File: src/core/rst_ctrl_pkg.sv
// constants and carrier types for the reset entry, exit and boot select block
// ============================================================
// Overview of operation
// while in reset the core is halted and fetches nothing
// reset loads register defaults; power-on-only bits are kept otherwise
// interrupts and timers are disabled on reset entry
// data RAM is never written or cleared by any reset
// during reset port latches read 1 and outputs are open-drain
// weak pull-ups are on during reset and stay on afterwards
// power-on or supply-monitor reset drives the reset pin low until exit
// on exit the program counter clears and internal oscillator is selected
// on exit the watchdog is enabled and running
// fetch starts at 0x0000 unless the bootloader path applies
// eight reset causes: por, pin, comparator, software, supply, wdt, clock, flash
// signature byte before lock byte; bootloader present only when it is 0xa5
// any other signature value means no bootloader
// valid signature: start at the bootloader vector after every reset
// invalid signature: start at 0x0000 after every reset
// bootloader lives in the last flash page, erasable when unneeded
// production should clear the signature and lock flash for security
// a watchdog reset leaves the reset pin alone
// stay in reset while any source is high; exit synchronised to the clock
package rst_ctrl_pkg;

  // ============================================================
  // widths and fixed values
  localparam int        ADDR_W         = 16;
  localparam int        NUM_SRC        = 8;
  localparam logic [7:0] BOOT_SIG_VALID = 8'ha5;
  localparam logic [15:0] RESET_VECTOR   = 16'h0000;
  localparam logic [15:0] BOOT_VECTOR_DEF = 16'h1e00;  // plain default, top parameter
  localparam logic [15:0] LOCK_ADDR_DEF   = 16'h1fff;  // plain default, top parameter
  localparam logic [1:0] CLK_SEL_INTOSC  = 2'h0;
  localparam logic       PORT_LATCH_RST  = 1'b1;

  // ============================================================
  // cause bit positions
  localparam int SRC_POR  = 0;
  localparam int SRC_PIN  = 1;
  localparam int SRC_CMP  = 2;
  localparam int SRC_SW   = 3;
  localparam int SRC_VMON = 4;
  localparam int SRC_WDT  = 5;
  localparam int SRC_MCD  = 6;
  localparam int SRC_FLSH = 7;

  typedef struct packed {
    logic flash_err;
    logic missing_clk;
    logic watchdog;
    logic supply_mon;
    logic software;
    logic comparator;
    logic pin;
    logic power_on;
  } rst_src_t;

  // controls handed to the rest of the device
  typedef struct packed {
    logic        core_halt;
    logic        reg_init;
    logic        por_reg_init;
    logic        irq_timer_off;
    logic        port_force;
    logic        pullup_en;
    logic        wdt_force_on;
    logic        pc_load;
    logic [15:0] pc_value;
    logic [1:0]  clk_sel;
  } rst_ctl_t;

endpackage

File: src/core/rst_sync.sv
// two-flop synchroniser bank for asynchronous reset causes
`timescale 1ns/100ps
`default_nettype none
module rst_sync #(
  parameter int W = 8
) (
  input  wire logic         clk,
  input  wire logic         rst,
  input  wire logic [W-1:0] d,
  output logic      [W-1:0] q
);
  logic [W-1:0] meta_q;

  // first stage feeds only the second
  always_ff @(posedge clk) begin
    if (rst) begin
      meta_q <= '0;
      q      <= '0;
    end else begin
      meta_q <= d;
      q      <= meta_q;
    end
  end
endmodule
`default_nettype wire

File: src/core/rst_ctrl.sv
// reset entry, exit and boot vector selection
`timescale 1ns/100ps
`default_nettype none
module rst_ctrl #(
  parameter logic [15:0] BOOT_VECTOR = rst_ctrl_pkg::BOOT_VECTOR_DEF,
  parameter logic [15:0] LOCK_ADDR   = rst_ctrl_pkg::LOCK_ADDR_DEF
) (
  input  wire logic                  REF_CLK,
  input  wire logic                  RESET,
  input  wire rst_ctrl_pkg::rst_src_t SRC_IN,
  input  wire logic                  PIN_RESET_N_IN,
  output logic                       PIN_RESET_N_OUT,
  output logic                       PIN_RESET_N_OE,
  output logic [15:0]                SIG_ADDR,
  input  wire logic [7:0]            SIG_DATA,
  output rst_ctrl_pkg::rst_ctl_t     CTL,
  output logic                       IN_RESET,
  output logic [7:0]                 LAST_CAUSE,
  output logic                       BOOT_PRESENT,
  output logic                       RAM_WRITE_BLOCK
);

  // ============================================================
  // source gathering
  logic [7:0] raw_src;
  logic [7:0] sync_src;
  logic [7:0] live_src;
  logic       any_src;
  logic       drive_src;
  logic       self_drive;
  logic       drive_q;
  logic [1:0] drv_hist_q;

  // external pin is active low and comes in through the bank with the rest
  assign raw_src = {SRC_IN.flash_err, SRC_IN.missing_clk, SRC_IN.watchdog,
                    SRC_IN.supply_mon, SRC_IN.software, SRC_IN.comparator,
                    ~PIN_RESET_N_IN, SRC_IN.power_on};

  rst_sync #(.W(rst_ctrl_pkg::NUM_SRC)) u_sync (
    .clk (REF_CLK),
    .rst (RESET),
    .d   (raw_src),
    .q   (sync_src)
  );

  // own pin drive reads back as a pin cause; masked until the sync bank has flushed
  // limitation: an outside pin pulse that overlaps our own drive is not seen
  assign self_drive = drive_q | (|drv_hist_q);
  assign live_src   = sync_src & ~(8'(self_drive) << rst_ctrl_pkg::SRC_PIN);

  // power-on also arrives through RESET, treated as a source of its own
  assign any_src   = RESET | (|live_src);
  assign drive_src = sync_src[rst_ctrl_pkg::SRC_POR] | sync_src[rst_ctrl_pkg::SRC_VMON];

  // ============================================================
  // state machine
  typedef enum logic [1:0] {S_HOLD, S_SIG, S_RUN} state_t;
  state_t     state_q, state_d;
  logic       drive_d;
  logic       exit_now;
  logic [7:0] cause_q, cause_d;
  logic       boot_q, boot_d;
  logic       pcld_q;
  logic       por_seen_q;

  // leave reset one clean cycle after all causes are gone, reading the signature
  always_comb begin
    state_d = state_q;
    case (state_q)
      S_HOLD:  state_d = any_src ? S_HOLD : S_SIG;
      S_SIG:   state_d = any_src ? S_HOLD : S_RUN;
      S_RUN:   state_d = any_src ? S_HOLD : S_RUN;
      default: state_d = S_HOLD;
    endcase
  end

  // last held cycle: signature is read and the pin is let go together
  assign exit_now = (state_q == S_SIG) && !any_src;

  // pin drive latches for por or supply reset, dropped on the exit edge so that
  // the pin is never pulled while the core already runs
  assign drive_d = exit_now ? 1'b0 : (drive_q | drive_src | RESET);
  // causes accumulate while held, so a later watchdog does not mask a supply event
  assign cause_d = (state_q == S_RUN) ? ((|live_src) ? live_src : cause_q)
                                      : (cause_q & {8{state_q != S_RUN}}) | live_src;
  function automatic logic sig_ok(input logic [7:0] v);
    sig_ok = (v == rst_ctrl_pkg::BOOT_SIG_VALID);
  endfunction
  assign boot_d = (state_q == S_SIG) ? sig_ok(SIG_DATA) : boot_q;

  always_ff @(posedge REF_CLK) begin
    if (RESET) begin
      state_q    <= S_HOLD;
      drive_q    <= 1'b1;
      cause_q    <= 8'h01;
      boot_q     <= 1'b0;
      pcld_q     <= 1'b0;
      por_seen_q <= 1'b1;
      drv_hist_q <= 2'b11;
    end else begin
      state_q    <= state_d;
      drive_q    <= drive_d;
      cause_q    <= cause_d;
      boot_q     <= boot_d;
      pcld_q     <= exit_now;
      por_seen_q <= live_src[rst_ctrl_pkg::SRC_POR] | ((state_q == S_RUN) ? 1'b0 : por_seen_q);
      drv_hist_q <= {drv_hist_q[0], drive_q};
    end
  end

  // ============================================================
  // outputs to the rest of the device
  logic in_rst;
  assign in_rst = (state_q != S_RUN);

  // signature sits just below the lock byte in the last page
  assign SIG_ADDR = LOCK_ADDR - 16'h0001;

  assign IN_RESET         = in_rst;
  assign LAST_CAUSE       = cause_q;
  assign BOOT_PRESENT     = boot_q;
  assign PIN_RESET_N_OUT  = 1'b0;
  assign PIN_RESET_N_OE   = drive_q;
  // ram keeps its contents: reset only blocks writes, never clears
  assign RAM_WRITE_BLOCK  = in_rst;

  assign CTL.core_halt     = in_rst;
  assign CTL.reg_init      = in_rst;
  assign CTL.por_reg_init  = in_rst & por_seen_q;
  assign CTL.irq_timer_off = in_rst;
  assign CTL.port_force    = in_rst;
  assign CTL.pullup_en     = 1'b1;
  assign CTL.wdt_force_on  = in_rst | pcld_q;
  assign CTL.pc_load       = in_rst | pcld_q;
  assign CTL.pc_value      = boot_q ? BOOT_VECTOR
                                    : rst_ctrl_pkg::RESET_VECTOR;
  assign CTL.clk_sel       = rst_ctrl_pkg::CLK_SEL_INTOSC;

  // ============================================================
  // checks
  property p_halt;
    @(posedge REF_CLK) disable iff (RESET)
    any_src |=> CTL.core_halt;
  endproperty
  a_halt: assert property (p_halt) else $error("core ran during reset");

  property p_stay;
    @(posedge REF_CLK) disable iff (RESET)
    (state_q == S_RUN) && (|live_src) |=> IN_RESET[*2];
  endproperty
  a_stay: assert property (p_stay) else $error("reset too short");

  property p_exit;
    @(posedge REF_CLK) disable iff (RESET)
    (IN_RESET && !any_src) [*2] |-> ##1 !IN_RESET;
  endproperty
  a_exit: assert property (p_exit) else $error("reset exit missed");

  property p_pin;
    @(posedge REF_CLK) disable iff (RESET)
    sync_src[rst_ctrl_pkg::SRC_VMON] |=> PIN_RESET_N_OE until !IN_RESET;
  endproperty
  a_pin: assert property (p_pin) else $error("pin released early");

  property p_wdt_pin;
    @(posedge REF_CLK) disable iff (RESET)
    !IN_RESET && !drive_q && (live_src == 8'h20) |=> !PIN_RESET_N_OE;
  endproperty
  a_wdt_pin: assert property (p_wdt_pin) else $error("watchdog drove pin");

  property p_pin_off;
    @(posedge REF_CLK) disable iff (RESET)
    !IN_RESET |-> !PIN_RESET_N_OE;
  endproperty
  a_pin_off: assert property (p_pin_off) else $error("pin driven while running");

  property p_vec;
    @(posedge REF_CLK) disable iff (RESET)
    (state_q == S_SIG) && !any_src |=> CTL.pc_value ==
      (($past(SIG_DATA) == rst_ctrl_pkg::BOOT_SIG_VALID) ? BOOT_VECTOR
                                                         : rst_ctrl_pkg::RESET_VECTOR);
  endproperty
  a_vec: assert property (p_vec) else $error("wrong start vector");

  property p_boot_hold;
    @(posedge REF_CLK) disable iff (RESET)
    !IN_RESET && !$past(IN_RESET) |-> $stable(BOOT_PRESENT);
  endproperty
  a_boot_hold: assert property (p_boot_hold) else $error("signature changed in run");

  property p_wdt;
    @(posedge REF_CLK) disable iff (RESET)
    $fell(IN_RESET) |-> CTL.wdt_force_on && CTL.pc_load;
  endproperty
  a_wdt: assert property (p_wdt) else $error("exit pulse missing");

  // held-state controls follow the reset state, except por init (power-on only) and pull-ups (always on)
  property p_core_run;
    @(posedge REF_CLK) disable iff (RESET)
    !IN_RESET |-> !CTL.core_halt;
  endproperty
  a_core_run: assert property (p_core_run) else $error("core halted while running");

  property p_init;
    @(posedge REF_CLK) disable iff (RESET)
    IN_RESET |-> CTL.reg_init;
  endproperty
  a_init: assert property (p_init) else $error("register init missing");

  property p_por_init;
    @(posedge REF_CLK) disable iff (RESET)
    CTL.por_reg_init |-> IN_RESET;
  endproperty
  a_por_init: assert property (p_por_init) else $error("por init outside reset");

  property p_irq;
    @(posedge REF_CLK) disable iff (RESET)
    IN_RESET |-> CTL.irq_timer_off;
  endproperty
  a_irq: assert property (p_irq) else $error("interrupts left on in reset");

  property p_ram;
    @(posedge REF_CLK) disable iff (RESET)
    RAM_WRITE_BLOCK == IN_RESET;
  endproperty
  a_ram: assert property (p_ram) else $error("ram guard out of step");

  property p_ports;
    @(posedge REF_CLK) disable iff (RESET)
    IN_RESET |-> CTL.port_force;
  endproperty
  a_ports: assert property (p_ports) else $error("ports not forced in reset");

  property p_pullup;
    @(posedge REF_CLK) disable iff (RESET)
    CTL.pullup_en;
  endproperty
  a_pullup: assert property (p_pullup) else $error("pull-ups dropped");

  // pin, exit pulse, clock source and watchdog
  property p_pin_low;
    @(posedge REF_CLK) disable iff (RESET)
    PIN_RESET_N_OE |-> !PIN_RESET_N_OUT;
  endproperty
  a_pin_low: assert property (p_pin_low) else $error("pin driven high");

  property p_self_mask;
    @(posedge REF_CLK) disable iff (RESET)
    $fell(PIN_RESET_N_OE) && (live_src == 8'h00) |=> !IN_RESET;
  endproperty
  a_self_mask: assert property (p_self_mask) else $error("own pin echo re-entered");

  property p_pc_pulse;
    @(posedge REF_CLK) disable iff (RESET)
    $fell(IN_RESET) |=> IN_RESET || !CTL.pc_load;
  endproperty
  a_pc_pulse: assert property (p_pc_pulse) else $error("pc load too long");

  property p_clk;
    @(posedge REF_CLK) disable iff (RESET)
    CTL.clk_sel == rst_ctrl_pkg::CLK_SEL_INTOSC;
  endproperty
  a_clk: assert property (p_clk) else $error("clock source not internal");

  property p_wdt_hold;
    @(posedge REF_CLK) disable iff (RESET)
    IN_RESET |-> CTL.wdt_force_on;
  endproperty
  a_wdt_hold: assert property (p_wdt_hold) else $error("watchdog off in reset");

  // start vector, signature and cause
  property p_run_vec;
    @(posedge REF_CLK) disable iff (RESET)
    !BOOT_PRESENT |-> CTL.pc_value == rst_ctrl_pkg::RESET_VECTOR;
  endproperty
  a_run_vec: assert property (p_run_vec) else $error("reset vector wrong");

  property p_boot_vec;
    @(posedge REF_CLK) disable iff (RESET)
    BOOT_PRESENT |-> CTL.pc_value == BOOT_VECTOR;
  endproperty
  a_boot_vec: assert property (p_boot_vec) else $error("boot vector wrong");

  property p_sig_addr;
    @(posedge REF_CLK) disable iff (RESET)
    SIG_ADDR == LOCK_ADDR - 16'h0001;
  endproperty
  a_sig_addr: assert property (p_sig_addr) else $error("signature address wrong");

  property p_cause;
    @(posedge REF_CLK) disable iff (RESET)
    $rose(IN_RESET) |-> LAST_CAUSE != 8'h00;
  endproperty
  a_cause: assert property (p_cause) else $error("entry without cause");

  c_boot: cover property (@(posedge REF_CLK) $fell(IN_RESET) && BOOT_PRESENT);
  c_noboot: cover property (@(posedge REF_CLK) $fell(IN_RESET) && !BOOT_PRESENT);
  c_wdt: cover property (@(posedge REF_CLK) sync_src[rst_ctrl_pkg::SRC_WDT] && !IN_RESET);
  c_pin: cover property (@(posedge REF_CLK) $fell(PIN_RESET_N_OE));
endmodule
`default_nettype wire

File: config.mk
export PLATFORM = sky130hd
export DESIGN_NAME = rst_ctrl
export DESIGN_NICKNAME = d
export VERILOG_FILES = /design/src/core/rst_ctrl_pkg.sv /design/src/core/rst_sync.sv /design/src/core/rst_ctrl.sv
export SDC_FILE = /design/constraint.sdc
export NUM_CORES = 1
export LEC_CHECK = 0
export ABC_AREA = 1
export BUFFER_PORTS_ARGS = -buffer_cell sky130_fd_sc_hd__buf_2
export CORE_MARGIN = 5
export CORE_UTILIZATION = 42
export DETAILED_ROUTE_END_ITERATION = 6
export GPL_ROUTABILITY_DRIVEN = 0
export PLACE_DENSITY_LB_ADDON = 0.08
export RECOVER_POWER = 100
export SYNTH_ARGS = -nofsm -noshare
export SYNTH_HDL_FRONTEND = slang
export SYNTH_SLANG_ARGS = --single-unit
File: constraint.sdc
create_clock -name REF_CLK -period 3.2 [get_ports REF_CLK]
set_input_delay 0.16 -clock REF_CLK [delete_from_list [all_inputs] [get_ports REF_CLK]]
set_output_delay 0.16 -clock REF_CLK [all_outputs]
set_load 0.005 [all_outputs]
# --- After elaboration in Yosys (flattened, before gate mapping) ---
# Cells that the tools add are included.
totals:
  register_bits: 32
  inputBits: 19
  out_inout_bits: 55
  word_cells: 41
op_classes:
  n_eq_ne: 5
  mux: 8
  bitwise: 13
  reduce_logical: 6
op_table:
  columns: ["cell", "count"]
  rows:
  - ["8-bit AND", 2]
  - ["8-bit 2-to-1 mux", 2]
  - ["13-bit 2-to-1 mux", 1]
  - ["8-bit == test (second input constant)", 1]
  - ["2-bit NOT with 8-bit output", 1]
  - ["8-bit OR", 1]
  - ["8-bit OR reduction", 1]
  - ["1-bit OR", 7]
  - ["2-bit one-hot mux with 2 select lines", 1]
  - ["2-bit OR reduction", 2]
  - ["1-bit 2-to-1 mux", 3]
  - ["2-bit by 1-bit == test with 1-bit output (second input constant)", 1]
  - ["2-bit == test (second input constant)", 1]
  - ["2-bit zero test", 1]
  - ["2-bit 2-to-1 mux", 1]
  - ["2-bit by 1-bit inequality test with 1-bit output (second input constant)", 1]
  - ["2-bit inequality test (second input constant)", 1]
  - ["1-bit AND", 1]
  - ["1-bit logical AND", 1]
  - ["1-bit zero test", 1]
  - ["1-bit NOT", 1]

# --- Depth between registers and ports, before layout ---
logic_depth:
  word_depth: 9
  ltp_mapped: 6
  ltp_nobuf: 6

# --- By module ---
# A second synthesis with hierarchy kept.
unflattened:
  hier_cells: 180
  hier_area_um2: 1530.2
modules_own_cells:
  columns: ["mod", "instances", "cells_each", "area_per_inst_um2", "seq_area_each_um2"]
  rows:
  - ["rst_ctrl", 1, 130, 1056.0, 320.3]
  - ["rst_sync", 1, 50, 474.2, 320.3]

# --- Least setup slack after synthesis ---
# Ideal clock, no wire load.
synth_timing:
  path_kind: "register to output"
  start: "register state_q[0]"
  end: "output port CTL[19] (netlist bit)"
  arrival_time_ps: 1225
  required_time_ps: 3040
  path_slack_ps: 1815
  stages_incl_launch_ff: 7
  path_buffers: 2
  path_cell_list: "dfxtp_1 inv_1 ha_1 buf_2 inv_2 or2_2 buf_4"
synth_rtl:
  columns: ["element", "line_no", "source"]
  rows:
  - ["from (decl)", "rst_ctrl.sv:58", "state_t state_q, state_d;"]
  - ["from (signal assigned)", "rst_ctrl.sv:101", "state_q <= state_d;"]
  - ["to (decl)", "rst_ctrl.sv:16", "output rst_ctrl_pkg::rst_ctl_t CTL,"]

==> run metrics <==
register clock-pin slew on the reported worst setup and hold paths=90 ps; CP endpoint kind=output pin; Area growth syn-to-layout=5.99%; initial detailed-routing violation count=52; Fmax=0.488 GHz; Unique masters post-synth=25; result of the run=complete, no violations; clock latency reported for the late side of the worst-skew pair=320 ps; final-report setup violation count=0; fraction of final layout cells sized beyond drive strength 1=a little over a fifth; Finished Layout Cells=257; Routed WL per cell=9.49 microns; startpoint of the worst-slack reg-to-reg timing path=state_q[0]$_SDFF_PP0_; standard-cell row count=21; number of H-tree levels=2; core area=roughly 3400 sq um; post-synthesis cell count=178; mean post-synth cell area=around 8.4 sq um; count of cells along the worst hold path=3; area leader, netlist=sky130_fd_sc_hd__dfxtp_1; placed cell count=248; Worst Path Arrival=1890 ps; worst min-delay path category=input pin to flop; residual overflow from global routing=0; # hold bufs at CTS=1; worst supply voltage drop on vdd=0.000253 V; DIE AREA=4880 sq um; worst-case clock buffer depth=2; Max-slew headroom=28.8%; minimum setup slack among reg-to-reg paths=1640 ps; Die Span Y=69.8 microns; clock tree from TritonCTS=yes; depth of the worst register-to-register path=5; post-synthesis sequential area ratio=42.6%; number of nets with antenna violations after detailed routing=0; drc violations=0; I/O Buffers=40; Hold Violations, Final=0; vias post-DR=1014; register bit count reported by yosys=32; number of clock buffers inserted by TritonCTS=5; Worst Path Class, Setup=flop to output pin; initial standard-cell utilization of the core=44.4%; antenna cell count=0; fin. max-slew vios=0; Ports=74; CTS sink cnt=32; setup_tns=0 ps; setup repair after global routing missed its margin=false; via count of the first global-routing pass=roughly 940; Total GRT Usage=10.3%; leakage power figure=about 0.80 nW; synthesized area=about 1500 sq um; final net count=233; CP startpoint kind=flop; biggest fanout along the worst timing path=15; first-pass GRT wire length=4010 microns; Tcrit/Tclk final=about 64%; reported max-cap violation count=0; top cell type's share of synthesized area=42.6%; maximum number of pins on one net before global-route repair=27; required time of the critical path=between 3000 and 4000 ps; post-layout min period=about 2000 ps; pwr dens=between 500 and 600 nW/um^2; synth top area cells=sky130_fd_sc_hd__dfxtp_1, sky130_fd_sc_hd__buf_4, sky130_fd_sc_hd__inv_1, sky130_fd_sc_hd__nor2_1, sky130_fd_sc_hd__a21oi_1; worst hold endpoint=u_sync.meta_q[3]$_SDFF_PP0_; endpoint of the lowest-slack register-to-register path=LAST_CAUSE[1]$_SDFFE_PP0P_; HPWL reported at the end of detailed placement=1860 microns; Hold Path Origin=SRC_IN[3]; measured slew at the worst slew-check pin=1070 ps; cells resized by post-CTS repair=0; die outline width=69.8 microns; total wire length=2440 microns; count of warnings emitted by yosys=0; antenna violations before repair=0; Post-CTS Setup Inserts=0; DR vias/cell=3.95; DRT Pass-1 Iters=4; Root Buffer Master=sky130_fd_sc_hd__clkbuf_4; Worst Skew=5.91 ps
## state kept, by name, indices dropped and copies added, names as in the netlist
name            flops
LAST_CAUSE          8
u_sync.meta_q       8
u_sync.q            8
drv_hist_q          2
state_q             2
BOOT_PRESENT        1
PIN_RESET_N_OE      1
pcld_q              1
por_seen_q          1
## cells in the final DEF, fill, tap and decap left out
| cell | synthesis | final |
|---|---|---|
| sky130_fd_sc_hd__nor2_2 | 3 | 3 |
| sky130_fd_sc_hd__dfxtp_1 | 32 | 32 |
| sky130_fd_sc_hd__clkbuf_2 | 0 | 1 |
| sky130_fd_sc_hd__nor2_8 | 1 | 1 |
| sky130_fd_sc_hd__clkbuf_1 | 2 | 10 |
| sky130_fd_sc_hd__nor2_1 | 21 | 21 |
| sky130_fd_sc_hd__nor3b_1 | 2 | 3 |
| sky130_fd_sc_hd__bufinv_16 | 0 | 1 |
| sky130_fd_sc_hd__clkbuf_4 | 0 | 5 |
| sky130_fd_sc_hd__a21boi_0 | 1 | 1 |
| sky130_fd_sc_hd__dlygate4sd3_1 | 0 | 1 |
| sky130_fd_sc_hd__nand3_2 | 1 | 1 |
| sky130_fd_sc_hd__o21ai_0 | 2 | 4 |
| sky130_fd_sc_hd__nand2_2 | 2 | 2 |
| sky130_fd_sc_hd__nand3_1 | 1 | 2 |
| sky130_fd_sc_hd__inv_1 | 27 | 28 |
| sky130_fd_sc_hd__buf_1 | 0 | 1 |
| sky130_fd_sc_hd__nand2_1 | 4 | 4 |
| sky130_fd_sc_hd__conb_1 | 2 | 32 |
| sky130_fd_sc_hd__nand4_1 | 7 | 7 |
| sky130_fd_sc_hd__clkinv_2 | 0 | 1 |
| sky130_fd_sc_hd__ha_1 | 4 | 4 |
| sky130_fd_sc_hd__a21oi_1 | 15 | 15 |
| sky130_fd_sc_hd__or2_2 | 2 | 2 |
| sky130_fd_sc_hd__buf_2 | 2 | 29 |
## worst max-delay path by stage
stage | startpoint | depth (start not counted) | endpoint | slack (ps)
finish | state_q[0]$_SDFF_PP0_ | 5 | CTL[18] | 1150
global route | state_q[0]$_SDFF_PP0_ | 5 | CTL[19] | 970
CTS | state_q[0]$_SDFF_PP0_ | 5 | CTL[18] | 1230
detailed placement | state_q[0]$_SDFF_PP0_ | 5 | CTL[18] | 1600
global placement | state_q[0]$_SDFF_PP0_ | 5 | CTL[18] | 1640
floorplan | state_q[0]$_SDFF_PP0_ | 6 | CTL[19] | 1820
## cell families after synthesis
family | share of synthesized area (%)
buf+inv | 29.1
other cells | 0.499
simple gates | 17.4
compound gates | 7.07
flops | 42.6
fa+ha+maj | 3.33
## power breakdown
| group | internal (mW) | switching, mW | leakage, nW | total (mW) |
|---|---|---|---|---|
| Clock | 0.164 | 0.126 | 0.0422 | 0.290 |
| Combinational | 0.0342 | 0.0511 | 0.496 | 0.0853 |
| Sequential | 0.417 | 0.0103 | 0.263 | 0.427 |
## Yosys cell counts
library cell,count
sky130_fd_sc_hd__a21boi_0,1
sky130_fd_sc_hd__ha_1,4
sky130_fd_sc_hd__nor2_8,1
sky130_fd_sc_hd__nor2_2,3
sky130_fd_sc_hd__a21oi_1,15
sky130_fd_sc_hd__buf_2,2
sky130_fd_sc_hd__inv_2,1
sky130_fd_sc_hd__o21ai_1,1
sky130_fd_sc_hd__nor3b_2,1
sky130_fd_sc_hd__o21ai_2,1
sky130_fd_sc_hd__inv_1,27
sky130_fd_sc_hd__nand3_2,1
sky130_fd_sc_hd__buf_4,42
sky130_fd_sc_hd__conb_1,2
sky130_fd_sc_hd__nand2_2,2
sky130_fd_sc_hd__nand3_1,1
sky130_fd_sc_hd__nand2_1,4
sky130_fd_sc_hd__nand4_1,7
sky130_fd_sc_hd__dfxtp_1,32
sky130_fd_sc_hd__or2_2,2
sky130_fd_sc_hd__o21ai_0,2
sky130_fd_sc_hd__nor2_1,21
sky130_fd_sc_hd__nor3b_1,2
sky130_fd_sc_hd__clkbuf_1,2
sky130_fd_sc_hd__nand3_4,1
## per-stage QoR
stage | cell area (sq um) | utilization (%) | hold WS [ps] | setup slack (ps) | total power [mW]
after floorplan | 1620 | - | 227 | 1820 | 0.530
after global placement | 1540 | 45.5 | 312 | 1640 | 0.523
after detailed placement | 1540 | 45.5 | 317 | 1600 | 0.526
after CTS | 1630 | 48.0 | 9.28 | 1230 | 0.822
after global routing | 1590 | 47.0 | 11.2 | 969 | 0.847
final | 1590 | 47.0 | 31.6 | 1150 | 0.802
## layer usage
layer,vias to the layer above,part of all wire (%),track usage [%]
li1,533,-,-
met1,427,37,10.4
met2,50,49,17.5
met3,4,13,4.49
met4,0,1.1,5.74
met5,-,0,0
## final cells by class
class | instances | area [sq um]
fillers | 353 | 1800
flip-flops and latches | 32 | 641
multi-input cells | 102 | 517
repair buffers | 41 | 198
inverters | 28 | 105
well taps | 46 | 57.6
clock buffers | 6 | 41.3
clock inverters | 2 | 35.0
## critical path, stage by stage, from the launching register on
cell and delay [ps]:
sky130_fd_sc_hd__dfxtp_1 340, sky130_fd_sc_hd__inv_1 80, sky130_fd_sc_hd__ha_1 370, sky130_fd_sc_hd__inv_1 300, sky130_fd_sc_hd__or2_2 360, sky130_fd_sc_hd__buf_2 130
Note: power is estimated with default switching activity, not from simulation.
